$ cat src/common/ppe_params.svh
`ifndef PPE_PARAMS_SVH
`define PPE_PARAMS_SVH

`define PPE_ADDR_W 4
`define PPE_DATA_W 32

// register offsets (byte addresses, word aligned)
`define PPE_OFF_PMCS 4'h0
`define PPE_OFF_PMC 4'h4
`define PPE_OFF_INTCTL 4'h8
`define PPE_OFF_MISC2 4'hC

// control/status fields
`define PPE_PMCS_PSTATE_LSB 0
`define PPE_PMCS_EN_BIT 8
`define PPE_PMCS_ST_BIT 15
`define PPE_PMC_SUP_LSB 27
`define PPE_INTCTL_PSC_BIT 0
`define PPE_INTCTL_IRQ_BIT 16
`define PPE_MISC2_RST_BIT 0
`define PPE_MISC2_I2E_BIT 1
`define PPE_MISC2_LOAD_BIT 2
`define PPE_SUP_D0_BIT 0
`define PPE_SUP_D3_BIT 3

`define PPE_D0 2'h0
`define PPE_D3HOT 2'h3

// local reset pulse: 512..1024 pci clocks
`define PPE_PCI_CLK_NS 30
`define PPE_LRST_MIN_PCI 512
`define PPE_LRST_MAX_PCI 1024
`define PPE_SYS_CLK_NS 5
`define PPE_LRST_CYC_DEF 3072
`define PPE_CNT_W 14

`endif

$ cat src/common/ppe_pkg.sv
package ppe_pkg;

  typedef enum logic [1:0] {
    PPE_IDLE,
    PPE_RESET,
    PPE_LOAD
  } ppe_seq_t;

  typedef struct packed {
    logic [3:0] addr;
    logic [31:0] wdata;
    logic wr;
    logic rd;
  } ppe_bus_t;

  typedef struct packed {
    logic [1:0] pstate;
    logic ev_en;
    logic ev_st;
  } ppe_pm_t;

endpackage

$ cat src/rtl/ppe_sync.sv
`timescale 1ns/1ps
module ppe_sync (
  input wire logic i_clk,
  input wire logic i_rstn,
  input wire logic i_d,
  output logic o_q
);
  logic meta_reg;

  // first stage feeds only the second
  // resets to the idle level of the active-low pin, else a false edge
  always_ff @(posedge i_clk or negedge i_rstn) begin
    if (!i_rstn) begin
      meta_reg <= 1'b1;
      o_q <= 1'b1;
    end else begin
      meta_reg <= i_d;
      o_q <= meta_reg;
    end
  end
endmodule

$ cat src/rtl/ppe_event_top.sv
// The plain strobed port and the address map were chosen for this implementation.
`timescale 1ns/1ps
`include "ppe_params.svh"
module ppe_event_top #(
  parameter int LRST_CYC = `PPE_LRST_CYC_DEF
) (
  input wire logic i_sys_clk,
  input wire logic i_rstn,
  input wire ppe_pkg::ppe_bus_t i_lbus,
  input wire logic i_pci_ps_wr,
  input wire logic [1:0] i_pci_ps_wdata,
  input wire logic i_pci_clr_st,
  input wire logic i_pci_en_wr,
  input wire logic i_pci_en_wdata,
  input wire logic i_load_valid,
  input wire logic [31:0] i_load_pmc,
  input wire logic [31:0] i_load_misc2,
  input wire logic i_local_irq_n,
  output logic [31:0] o_rdata,
  output logic o_pm_event_out,
  output logic o_pm_event_oe,
  output logic o_local_irq_out,
  output logic o_local_irq_oe,
  output logic o_local_bus_reset_out_n,
  output logic o_int_reset,
  output logic o_load_req,
  output ppe_pkg::ppe_pm_t o_pm
);
  import ppe_pkg::*;

  localparam int LRST_MIN_CYC =
    (`PPE_LRST_MIN_PCI * `PPE_PCI_CLK_NS + `PPE_SYS_CLK_NS - 1)
    / `PPE_SYS_CLK_NS;
  localparam int LRST_MAX_CYC =
    (`PPE_LRST_MAX_PCI * `PPE_PCI_CLK_NS) / `PPE_SYS_CLK_NS;
  localparam logic [`PPE_CNT_W-1:0] LRST_LAST =
    `PPE_CNT_W'(LRST_CYC - 1);

  logic rst_meta_reg;
  logic rst_n_reg;
  logic irq_n_sync;
  logic irq_prev_reg;
  logic [1:0] pstate_reg;
  logic ev_en_reg;
  logic ev_st_reg;
  logic [3:0] sup_reg;
  logic state_change_irq_enable_reg;
  logic psc_irq_reg;
  logic psc_rst_reg;
  logic i2e_reg;
  logic load_en_reg;
  ppe_seq_t seq_reg;
  logic [`PPE_CNT_W-1:0] cnt_reg;
  logic lw;
  logic lw_pmcs;
  logic [1:0] l_ps;
  logic l_to_d3;
  logic l_to_d0;
  logic p_to_d3;
  logic p_to_d0;
  logic irq_rise;
  logic set_st;
  logic int_rst;

  function automatic logic is_wr(input ppe_bus_t b, input logic [3:0] off);
    is_wr = b.wr && (b.addr == off);
  endfunction

  ////////////////////////////////////////////////////////////////////////
  // reset release and input synchronisers

  always_ff @(posedge i_sys_clk or negedge i_rstn) begin
    if (!i_rstn) begin
      rst_meta_reg <= 1'b0;
      rst_n_reg <= 1'b0;
    end else begin
      rst_meta_reg <= 1'b1;
      rst_n_reg <= rst_meta_reg;
    end
  end

  ppe_sync u_irq_sync (
    .i_clk(i_sys_clk),
    .i_rstn(rst_n_reg),
    .i_d(i_local_irq_n),
    .o_q(irq_n_sync)
  );

  always_ff @(posedge i_sys_clk or negedge rst_n_reg) begin
    if (!rst_n_reg) begin
      irq_prev_reg <= 1'b1;
    end else begin
      irq_prev_reg <= irq_n_sync;
    end
  end

  ////////////////////////////////////////////////////////////////////////
  // transition decode

  assign lw = i_lbus.wr;
  assign lw_pmcs = is_wr(i_lbus, `PPE_OFF_PMCS);
  assign l_ps = i_lbus.wdata[`PPE_PMCS_PSTATE_LSB +: 2];
  assign l_to_d3 = lw_pmcs && pstate_reg == `PPE_D0 && l_ps == `PPE_D3HOT;
  assign l_to_d0 = lw_pmcs && pstate_reg != `PPE_D0 && l_ps == `PPE_D0;
  assign p_to_d3 = i_pci_ps_wr && pstate_reg == `PPE_D0 &&
                   i_pci_ps_wdata == `PPE_D3HOT;
  assign p_to_d0 = i_pci_ps_wr && pstate_reg == `PPE_D3HOT &&
                   i_pci_ps_wdata == `PPE_D0;
  assign irq_rise = irq_prev_reg && !irq_n_sync;
  assign int_rst = (seq_reg == PPE_RESET);

  always_comb begin
    set_st = 1'b0;
    if (l_to_d3 && sup_reg[`PPE_SUP_D3_BIT]) begin
      set_st = 1'b1;
    end else if (l_to_d0 && sup_reg[`PPE_SUP_D0_BIT]) begin
      set_st = 1'b1;
    end
    if (irq_rise && pstate_reg == `PPE_D3HOT && i2e_reg &&
        sup_reg[`PPE_SUP_D3_BIT] && ev_en_reg) begin
      set_st = 1'b1;
    end
  end

  ////////////////////////////////////////////////////////////////////////
  // power state field, both hosts may write it

  always_ff @(posedge i_sys_clk or negedge rst_n_reg) begin
    if (!rst_n_reg) begin
      pstate_reg <= `PPE_D0;
    end else if (int_rst) begin
      pstate_reg <= `PPE_D0;
    end else if (i_pci_ps_wr) begin
      pstate_reg <= i_pci_ps_wdata;
    end else if (lw_pmcs) begin
      pstate_reg <= l_ps;
    end
  end

  // event enable and sticky status; a set beats a clear
  always_ff @(posedge i_sys_clk or negedge rst_n_reg) begin
    if (!rst_n_reg) begin
      ev_en_reg <= 1'b0;
      ev_st_reg <= 1'b0;
    end else begin
      if (i_pci_en_wr) begin
        ev_en_reg <= i_pci_en_wdata;
      end else if (lw_pmcs) begin
        ev_en_reg <= i_lbus.wdata[`PPE_PMCS_EN_BIT];
      end
      if (set_st) begin
        ev_st_reg <= 1'b1;
      end else if (i_pci_clr_st ||
                   (lw_pmcs && i_lbus.wdata[`PPE_PMCS_ST_BIT])) begin
        ev_st_reg <= 1'b0;
      end
    end
  end

  ////////////////////////////////////////////////////////////////////////
  // configuration: serial load or local host writes

  always_ff @(posedge i_sys_clk or negedge rst_n_reg) begin
    if (!rst_n_reg) begin
      sup_reg <= 4'h0;
      state_change_irq_enable_reg <= 1'b0;
      psc_rst_reg <= 1'b0;
      i2e_reg <= 1'b0;
      load_en_reg <= 1'b0;
    end else if (i_load_valid) begin
      sup_reg <= i_load_pmc[`PPE_PMC_SUP_LSB +: 4];
      psc_rst_reg <= i_load_misc2[`PPE_MISC2_RST_BIT];
      i2e_reg <= i_load_misc2[`PPE_MISC2_I2E_BIT];
      load_en_reg <= i_load_misc2[`PPE_MISC2_LOAD_BIT];
    end else if (lw) begin
      if (is_wr(i_lbus, `PPE_OFF_PMC)) begin
        sup_reg <= i_lbus.wdata[`PPE_PMC_SUP_LSB +: 4];
      end else if (is_wr(i_lbus, `PPE_OFF_INTCTL)) begin
        state_change_irq_enable_reg <= i_lbus.wdata[`PPE_INTCTL_PSC_BIT];
      end else if (is_wr(i_lbus, `PPE_OFF_MISC2)) begin
        psc_rst_reg <= i_lbus.wdata[`PPE_MISC2_RST_BIT];
        i2e_reg <= i_lbus.wdata[`PPE_MISC2_I2E_BIT];
        load_en_reg <= i_lbus.wdata[`PPE_MISC2_LOAD_BIT];
      end
    end
  end

  // state-change interrupt, sticky until software writes one to clear
  always_ff @(posedge i_sys_clk or negedge rst_n_reg) begin
    if (!rst_n_reg) begin
      psc_irq_reg <= 1'b0;
    end else if (state_change_irq_enable_reg && p_to_d3) begin
      psc_irq_reg <= 1'b1;
    end else if (state_change_irq_enable_reg && p_to_d0 && !psc_rst_reg) begin
      psc_irq_reg <= 1'b1;
    end else if (is_wr(i_lbus, `PPE_OFF_INTCTL) &&
                 i_lbus.wdata[`PPE_INTCTL_IRQ_BIT]) begin
      psc_irq_reg <= 1'b0;
    end
  end

  ////////////////////////////////////////////////////////////////////////
  // wake reset sequence

  always_ff @(posedge i_sys_clk or negedge rst_n_reg) begin
    if (!rst_n_reg) begin
      seq_reg <= PPE_IDLE;
      cnt_reg <= '0;
    end else begin
      case (seq_reg)
        PPE_IDLE: begin
          if (p_to_d0 && psc_rst_reg) begin
            seq_reg <= PPE_RESET;
            cnt_reg <= '0;
          end
        end
        PPE_RESET: begin
          // parameter default sits inside the min..max window
          if (cnt_reg == LRST_LAST) begin
            seq_reg <= load_en_reg ? PPE_LOAD : PPE_IDLE;
          end else begin
            cnt_reg <= cnt_reg + 1'b1;
          end
        end
        PPE_LOAD: begin
          if (i_load_valid) begin
            seq_reg <= PPE_IDLE;
          end
        end
        default: begin
          seq_reg <= PPE_IDLE;
        end
      endcase
    end
  end

  ////////////////////////////////////////////////////////////////////////
  // registered outputs

  always_ff @(posedge i_sys_clk or negedge rst_n_reg) begin
    if (!rst_n_reg) begin
      o_pm_event_out <= 1'b0;
      o_pm_event_oe <= 1'b0;
      o_local_irq_out <= 1'b0;
      o_local_irq_oe <= 1'b0;
      o_local_bus_reset_out_n <= 1'b0;
      o_int_reset <= 1'b0;
      o_load_req <= 1'b0;
      o_pm <= '0;
    end else begin
      // open drain: only ever pull low
      o_pm_event_out <= 1'b0;
      o_pm_event_oe <= ev_st_reg && ev_en_reg;
      o_local_irq_out <= 1'b0;
      o_local_irq_oe <= psc_irq_reg;
      o_local_bus_reset_out_n <= !int_rst;
      o_int_reset <= int_rst;
      o_load_req <= (seq_reg == PPE_LOAD);
      o_pm <= '{pstate: pstate_reg, ev_en: ev_en_reg, ev_st: ev_st_reg};
    end
  end

  always_ff @(posedge i_sys_clk or negedge rst_n_reg) begin
    if (!rst_n_reg) begin
      o_rdata <= '0;
    end else if (!i_lbus.rd) begin
      o_rdata <= '0;
    end else if (i_lbus.addr == `PPE_OFF_PMCS) begin
      o_rdata <= 32'(ev_st_reg) << `PPE_PMCS_ST_BIT |
                 32'(ev_en_reg) << `PPE_PMCS_EN_BIT |
                 32'(pstate_reg);
    end else if (i_lbus.addr == `PPE_OFF_PMC) begin
      o_rdata <= 32'(sup_reg) << `PPE_PMC_SUP_LSB;
    end else if (i_lbus.addr == `PPE_OFF_INTCTL) begin
      o_rdata <= 32'(psc_irq_reg) << `PPE_INTCTL_IRQ_BIT |
                 32'(state_change_irq_enable_reg);
    end else if (i_lbus.addr == `PPE_OFF_MISC2) begin
      o_rdata <= 32'(load_en_reg) << `PPE_MISC2_LOAD_BIT |
                 32'(i2e_reg) << `PPE_MISC2_I2E_BIT |
                 32'(psc_rst_reg);
    end else begin
      o_rdata <= '0;
    end
  end

endmodule

$ cat config.mk
export PLATFORM = sky130hd
export DESIGN_NAME = ppe_event_top
export DESIGN_NICKNAME = d
export VERILOG_FILES = /design/src/common/ppe_pkg.sv /design/src/rtl/ppe_sync.sv /design/src/rtl/ppe_event_top.sv
export VERILOG_INCLUDE_DIRS = /design/src /design/src/common
export SDC_FILE = /design/constraint.sdc
export NUM_CORES = 1
export LEC_CHECK = 0
export BUFFER_PORTS_ARGS = -buffer_cell sky130_fd_sc_hd__buf_2
export CAP_MARGIN = 20
export CORE_MARGIN = 2
export CORE_UTILIZATION = 39
export CTS_CLUSTER_SIZE = 10
export DETAILED_ROUTE_END_ITERATION = 8
export PLACE_DENSITY = 0.76
export SLEW_MARGIN = 30
export SYNTH_ARGS = -nofsm -noshare
export SYNTH_HDL_FRONTEND = slang
export SYNTH_SLANG_ARGS = --single-unit
export TNS_END_PERCENT = 20
$ cat constraint.sdc
create_clock -name i_sys_clk -period 1.6 [get_ports i_sys_clk]
set_input_delay 0.16 -clock i_sys_clk [delete_from_list [all_inputs] [get_ports i_sys_clk]]
set_output_delay 0.16 -clock i_sys_clk [all_outputs]
set_load 0.02 [all_outputs]
==> results.ini, run 1 <==
[pwr]
p_int_w = 0.00180
power_w = 0.00244
p_switching_w = 0.000636
ir_drop_v = 0.000483
pwr-share-clk = 0.306
switching_share = 0.261
leakage_nw = 1.53
p_seq_frac = 0.588
power_density_nw_per_um2 = 805
combPwrFrac = 0.106

[yosys]
yosys.cell_types.count = 45
synthTopCellsByArea = dfrtp_1 50%, buf_4 7.3%, mux2i_1 4.0%
synth-edff-count = 0
yosysTopAreaCell = dfrtp_1
synth_top_area_share = 0.504
postSynthAreaPerCell_um2 = 10.7
ys.flop_type = dfrtp_1
synth.cells.most_frequent = 50 x dfrtp_1, 24 x buf_4, 22 x nand2_1
syn_inst = 232
synth_most_common_cell = dfrtp_1
yosysWarningCount = 0
synthArstFlopShare = 1.00
ys_ff_latch = 53
synth_seq_area_share = 0.536
syn_area_um2 = 2480

[cells_and_area]
multi_input_area_um2 = 1030
final_core_util = 0.485
nets = 421
fillers = 576
syn_to_final_growth_pct = 21.9
insertedDiodeCount = 0
largest_register_ffs = 14
regArea_um2 = 1330
drive_gt1_frac = 0.327

[critical_path]
start_kind = flip-flop
crit_arrival_ns = 1.89
path_buf_inv = 1
crit_type = reg2reg
rr_endpoint = cnt_reg[5]
r2r_cells = 5
startpoint = cnt_reg[0]
crit_slowest_cell = or4_4
cp_top_family = simple AND/OR/NAND/NOR gates
timing.rr.start = cnt_reg[0]
path_depth = 5
cp-endpoint = cnt_reg[5]
cpPeakStageDelay_ns = 0.49
crit_chain = buf_4, nand4b_1, or2_4, or4_4, a21oi_2
cp_max_fo = 6
r2r_slack_ns = -0.05
end_kind = flip-flop
cp.required_ns = 1.84

[global_route]
grt-ovfl-total = 0
grt_pass1_wl_um = 8690
antenna_found_initial = 0
grt_pass1_vias = 1882
grt_max_degree = 35
grt_usage = 0.153

[timing]
finalHoldViolations = 0
setup_ws_ns = -0.0531
finalCriticalPeriod_ns = 1.65
max_clock_freq_ghz = 0.605
fin_tns_setup_ns = -0.102
grt_setup_unrepaired = true
maxSlewViolCount = 0
period_share = 1.03
hold-worst-slack_ns = 0.0578
setup_viol_count_final = 4
fin_worst_skew_ns = 0.00914

[clock_network]
insertion_delay_ns = 0.31
cts_sinks = 53
cts_root_buffer = clkbuf_8
htreeDepth = 2
clkTransAtPathRegs_ns = 0.09
clock_path_buffers = 2
cts_tree = done
cts_made_buffers = 5

[drt]
vias = 1941
first_iter_violations = 126
wl_per_cell_um = 13.1
dr.pass1.iters = 4
drc = 0
routed_via_density = 5.03
postRouteAntennaNets = 0
routed_wl_um = 5070

[placement]
hpwl_um = 3810
routabilityCongestion = 0.806
port_buffers = 51
dp_slack_ns = -0.0632

[floorplan]
rows = 29
start_util = 0.398
die_x_um = 83.8
dieArea_um2 = 7020
die_h_um = 83.8
ios = 155
coreArea_um2 = 6240

[status]
violations = setup timing
status = finished, violations left

[worst_hold_path]
hold_path_class = in2reg

[job]
cap_violations = 0

-- stage by stage --
stage | area (um^2) | instances
finish | 3030 | 386
floorplan | 2580 | 255
detailed placement | 2870 | 375
global route | 3030 | 386
global placement | 2870 | 375
CTS | 3010 | 386
-- power groups by stage --
stage               logic (W)  registers, W  clock network, W
detailed placement   0.000255       0.00146                 0
global route         0.000285       0.00144          0.000815
CTS                  0.000259       0.00143          0.000772
floorplan            0.000171       0.00149                 0
global placement     0.000250       0.00146                 0
finish               0.000258       0.00143          0.000747
-- per-layer routing --
layer  GRT usage  share of wire  vias to the layer above
met5           0              0                        -
met2       0.241           0.45                       76
met1       0.202           0.46                      916
met3      0.0336          0.065                        9
li1            -              -                      940
met4      0.0674          0.022                        0
-- cell families after synthesis --
group / Yosys count / share of synthesized area
AO/OA/AOI/OAI: 48 / 0.126
XOR/XNOR: 1 / 0.00353
adder cells (fa/ha/maj): 1 / 0.00504
buffers and inverters: 38 / 0.0998
flip-flops: 53 / 0.536
multiplexers: 11 / 0.0449
other: 2 / 0.00303
AND/OR/NAND/NOR: 78 / 0.182
-- cells in the final DEF, fill, tap and decap left out, types with 2 or more instances in the layout --
cell | netlist | final
a32o_1 | 2 | 2
o211ai_1 | 2 | 2
dfrtp_1 | 50 | 49
or3_1 | 3 | 3
buf_4 | 24 | 21
inv_1 | 9 | 9
nand2_1 | 22 | 22
nor2_1 | 9 | 9
a21oi_2 | 0 | 2
clkbuf_8 | 0 | 5
dfstp_2 | 3 | 3
a21oi_1 | 14 | 12
a311o_1 | 2 | 2
o21ai_0 | 13 | 12
o311ai_1 | 0 | 3
o41ai_1 | 3 | 3
buf_2 | 0 | 51
and2_1 | 7 | 6
a2bb2oi_1 | 3 | 3
or4_4 | 0 | 2
nand3_1 | 8 | 7
conb_1 | 2 | 25
nand4_1 | 5 | 5
and3_1 | 4 | 4
dlygate4sd3_1 | 0 | 2
clkinv_4 | 0 | 2
nor3b_1 | 2 | 2
or2_4 | 0 | 2
mux2i_1 | 10 | 10
nor4bb_1 | 2 | 2
o31ai_1 | 3 | 3
-- repair_timing --
action / 4_1_cts / 5_1_grt
endpoints found under the setup margin: 5 / 14
resized for setup: 7 / 7
buffers inserted: 1 / 0
endpoints found under the hold margin: 3 / 0
hold buffers: 2 / 0
pin swaps: 7 / 5
gates cloned: 0 / 0
-- worst min-delay path by stage --
stage                      from           end  depth (start not counted)
CTS                 i_pci_en_wr     ev_en_reg                          2
finish              i_pci_en_wr     ev_en_reg                          2
global placement         i_rstn  rst_meta_reg                          1
global route        i_pci_en_wr     ev_en_reg                          2
floorplan                i_rstn  rst_meta_reg                          0
detailed placement       i_rstn  rst_meta_reg                          1
-- worst register-to-register path, cell delays in order, from the launching register on --
cell and delay, ns:
dfrtp_1 0.39, buf_4 0.13, nand4b_1 0.13, or2_4 0.29, or4_4 0.49, a21oi_2 0.15
-- layout make-up --
| type | count | area share |
|---|---|---|
| timing repair buffer | 75 | 0.147 |
| multi-input combinational | 164 | 0.340 |
| inverter | 9 | 0.0112 |
| clock buffer | 5 | 0.0227 |
| tap | 77 | 0.0318 |
| clock inverter | 3 | 0.00744 |
| sequential | 53 | 0.440 |
No activity file was read; power rests on OpenSTA's default activity.
==> inputs of run 2 (changes only) <==
--- a/config.mk
+++ b/config.mk
@@ -9,10 +9,10 @@
 export BUFFER_PORTS_ARGS = -buffer_cell sky130_fd_sc_hd__buf_2
 export CAP_MARGIN = 20
 export CORE_MARGIN = 2
-export CORE_UTILIZATION = 39
+export CORE_UTILIZATION = 43
 export CTS_CLUSTER_SIZE = 10
 export DETAILED_ROUTE_END_ITERATION = 8
-export PLACE_DENSITY = 0.76
+export PLACE_DENSITY = 0.79
 export SLEW_MARGIN = 30
 export SYNTH_ARGS = -nofsm -noshare
 export SYNTH_HDL_FRONTEND = slang
==> constraint.sdc (replaced) <==
create_clock -name i_sys_clk -period 1.85 [get_ports i_sys_clk]
set_input_delay 0.185 -clock i_sys_clk [delete_from_list [all_inputs] [get_ports i_sys_clk]]
set_output_delay 0.185 -clock i_sys_clk [all_outputs]
set_load 0.02 [all_outputs]
==> run 2 against run 1 <==
  * The run now ends clean
  * Total power decreased by 7.6%
  * Clock skew increased by 0.0011 ns
  * Setup slack improved by 0.12 ns
  * Sequential cell count unchanged
  * Die area decreased by 8.9%
  * Routed wire length decreased by 3.2%
  * Cell area decreased by 4.3%
  * Utilization increased by 3.8 points
  * Critical path depth decreased by 1
  * Combinational power decreased by 15%
  * Via count decreased by 3.3%
==> results.ini, run 2 (synthesis gave the netlist of run 1 again) <==
[status]
status = complete, no violations  ; was finished, violations left

[cells_and_area]
insertedDiodeCount = 0  ; unchanged
largest_register_ffs = 14  ; unchanged
nets = 403  ; was 421
layout_commonest_cell = buf_2  ; unchanged
final_area_um2 = 2900  ; was 3030 um^2
syn_to_final_growth_pct = 16.6  ; was 21.9%
layout_common_cells = 51 x buf_2, 49 x dfrtp_1, 25 x conb_1  ; unchanged
fillers = 499  ; was 576
drive_gt1_frac = 0.265  ; was 0.327

[global_route]
grt_pass1_vias = 1689  ; was 1882
antenna_found_initial = 0  ; unchanged
grt_pass1_wl_um = 7890  ; was 8690 um
grt-ovfl-total = 0  ; unchanged
grt_usage = 0.160  ; was 0.153
grt_max_degree = 41  ; was 35

[floorplan]
ios = 155  ; unchanged
dieArea_um2 = 6400  ; was 7020 um^2
die_h_um = 80.0  ; was 83.8 um
die_x_um = 80.0  ; was 83.8 um
start_util = 0.448  ; was 0.398
coreArea_um2 = 5540  ; was 6240 um^2
rows = 27  ; was 29

[pwr]
p_switching_w = 0.000559  ; was 0.000636 W
power_w = 0.00225  ; was 0.00244 W
ir_drop_v = 0.000432  ; was 0.000483 V
p_int_w = 0.00169  ; was 0.00180 W
switching_share = 0.248  ; was 0.261
p_seq_frac = 0.552  ; was 0.588
combPwrFrac = 0.097  ; was 0.106
power_density_nw_per_um2 = 778  ; was 805 nW/um^2
pwr-share-clk = 0.351  ; was 0.306
leakage_nw = 1.44  ; was 1.53 nW

[critical_path]
crit_slowest_cell = or4b_4  ; was or4_4
start_kind = flip-flop  ; unchanged
end_kind = flip-flop  ; unchanged
cp_max_fo = 7  ; was 6
r2r_cells = 4  ; was 5
crit_chain = or4b_4, nor4_4, o311ai_0, o41ai_1  ; was buf_4, nand4b_1, or2_4, or4_4, a21oi_2
crit_type = reg2reg  ; unchanged
cpPeakStageDelay_ns = 0.59  ; was 0.49 ns
crit_arrival_ns = 1.97  ; was 1.89 ns
r2r_slack_ns = 0.07  ; was -0.05 ns
timing.rr.start = cnt_reg[10]  ; was cnt_reg[0]
cp.required_ns = 2.04  ; was 1.84 ns
rr_endpoint = cnt_reg[7]  ; was cnt_reg[5]
path_buf_inv = 0  ; was 1
cp_top_family = simple AND/OR/NAND/NOR gates  ; unchanged

[drt]
postRouteAntennaNets = 0  ; unchanged
first_iter_violations = 158  ; was 126
vias = 1877  ; was 1941
dr.pass1.iters = 4  ; unchanged
routed_via_density = 5.17  ; was 5.03
routed_wl_um = 4900  ; was 5070 um
drc = 0  ; unchanged
wl_per_cell_um = 13.5  ; was 13.1 um

[timing]
max_clock_freq_ghz = 0.562  ; was 0.605 GHz
grt_setup_unrepaired = true  ; unchanged
setup_viol_count_final = 0  ; was 4
finalCriticalPeriod_ns = 1.78  ; was 1.65 ns
finalHoldViolations = 0  ; unchanged
hold-worst-slack_ns = 0.0734  ; was 0.0578 ns
maxSlewHeadroom = 0.624
fin_worst_skew_ns = 0.0102  ; was 0.00914 ns
period_share = 0.962  ; was 1.03
worstMarginPinSlew_ns = 0.562
maxSlewViolCount = 0  ; unchanged

[placement]
hpwl_um = 3700  ; was 3810 um
port_buffers = 51  ; unchanged
dpl-instance-area_um2 = 2740  ; was 2870 um^2
routabilityCongestion = 0.822  ; was 0.806

[clock_network]
clkTransAtPathRegs_ns = 0.10  ; was 0.09 ns
cts_tree = done  ; unchanged
cts_sinks = 53  ; unchanged
cts_made_buffers = 5  ; unchanged
insertion_delay_ns = 0.31  ; about the same
cts_root_buffer = clkbuf_8  ; unchanged
clock_path_buffers = 2  ; unchanged
htreeDepth = 2  ; unchanged

[worst_hold_path]
min_from = i_pci_en_wr  ; unchanged
min_to = ev_en_reg  ; unchanged
holdPathStages = 2  ; unchanged
hold_path_class = in2reg  ; unchanged

[job]
cap_violations = 0  ; unchanged

run 2: cell type report:
cell class	count	area (um^2)	area share
multi-input cells	164	1010	0.348
well taps	72	90.1	0.0311
clock inverters	3	46.3	0.0160
repair buffers	57	318	0.110
flip-flops and latches	53	1330	0.460
clock buffers	5	68.8	0.0238
inverters	9	33.8	0.0117
run 2: what timing repair did:
| item | CTS | global route |
|---|---|---|
| setup endpoints to repair | 0 | 6 |
| buffers inserted | 0 | 0 |
| endpoints found under the hold margin | 3 | 0 |
| hold buffers | 2 | 0 |
| gates resized for setup | 0 | 5 |
run 2: power groups by stage:
stage          Clock, W  Sequential (W)  Combinational [W]
6_report       0.000791         0.00124           0.000219
3_5_place_dp          0         0.00127           0.000216
3_3_place_gp          0         0.00126           0.000212
2_1_floorplan         0         0.00129           0.000148
4_1_cts        0.000806         0.00124           0.000219
5_1_grt        0.000864         0.00125           0.000241
run 2: worst max-delay path by stage:
stage / end / from / slack [ns] / cells after the start
after global placement: cnt_reg[2] / cnt_reg[10] / 0.13 / 4
after detailed placement: cnt_reg[10] / cnt_reg[0] / 0.06 / 5
after floorplan: cnt_reg[10] / cnt_reg[0] / 0.18 / 6
after CTS: cnt_reg[10] / cnt_reg[0] / 0.05 / 5
after global routing: cnt_reg[7] / cnt_reg[10] / -0.06 / 4
final: cnt_reg[7] / cnt_reg[10] / 0.07 / 4
run 2: metrics by stage:
step                setup slack (ns)  instances   util  TNS, ns
floorplan                      0.184        255      -        0
global placement               0.134        353  0.495        0
detailed placement            0.0571        353  0.495        0
CTS                           0.0539        363  0.520        0
global route                 -0.0612        363  0.523  -0.0612
finish                        0.0697        363  0.523        0
run 2: routing by layer:
metal  part of all wire  vias up  track usage
met1               0.48      899        0.225
met5                  0        -            0
met4              0.015        0       0.0559
li1                   -      896            -
met3              0.072        5       0.0373
met2               0.44       77        0.243
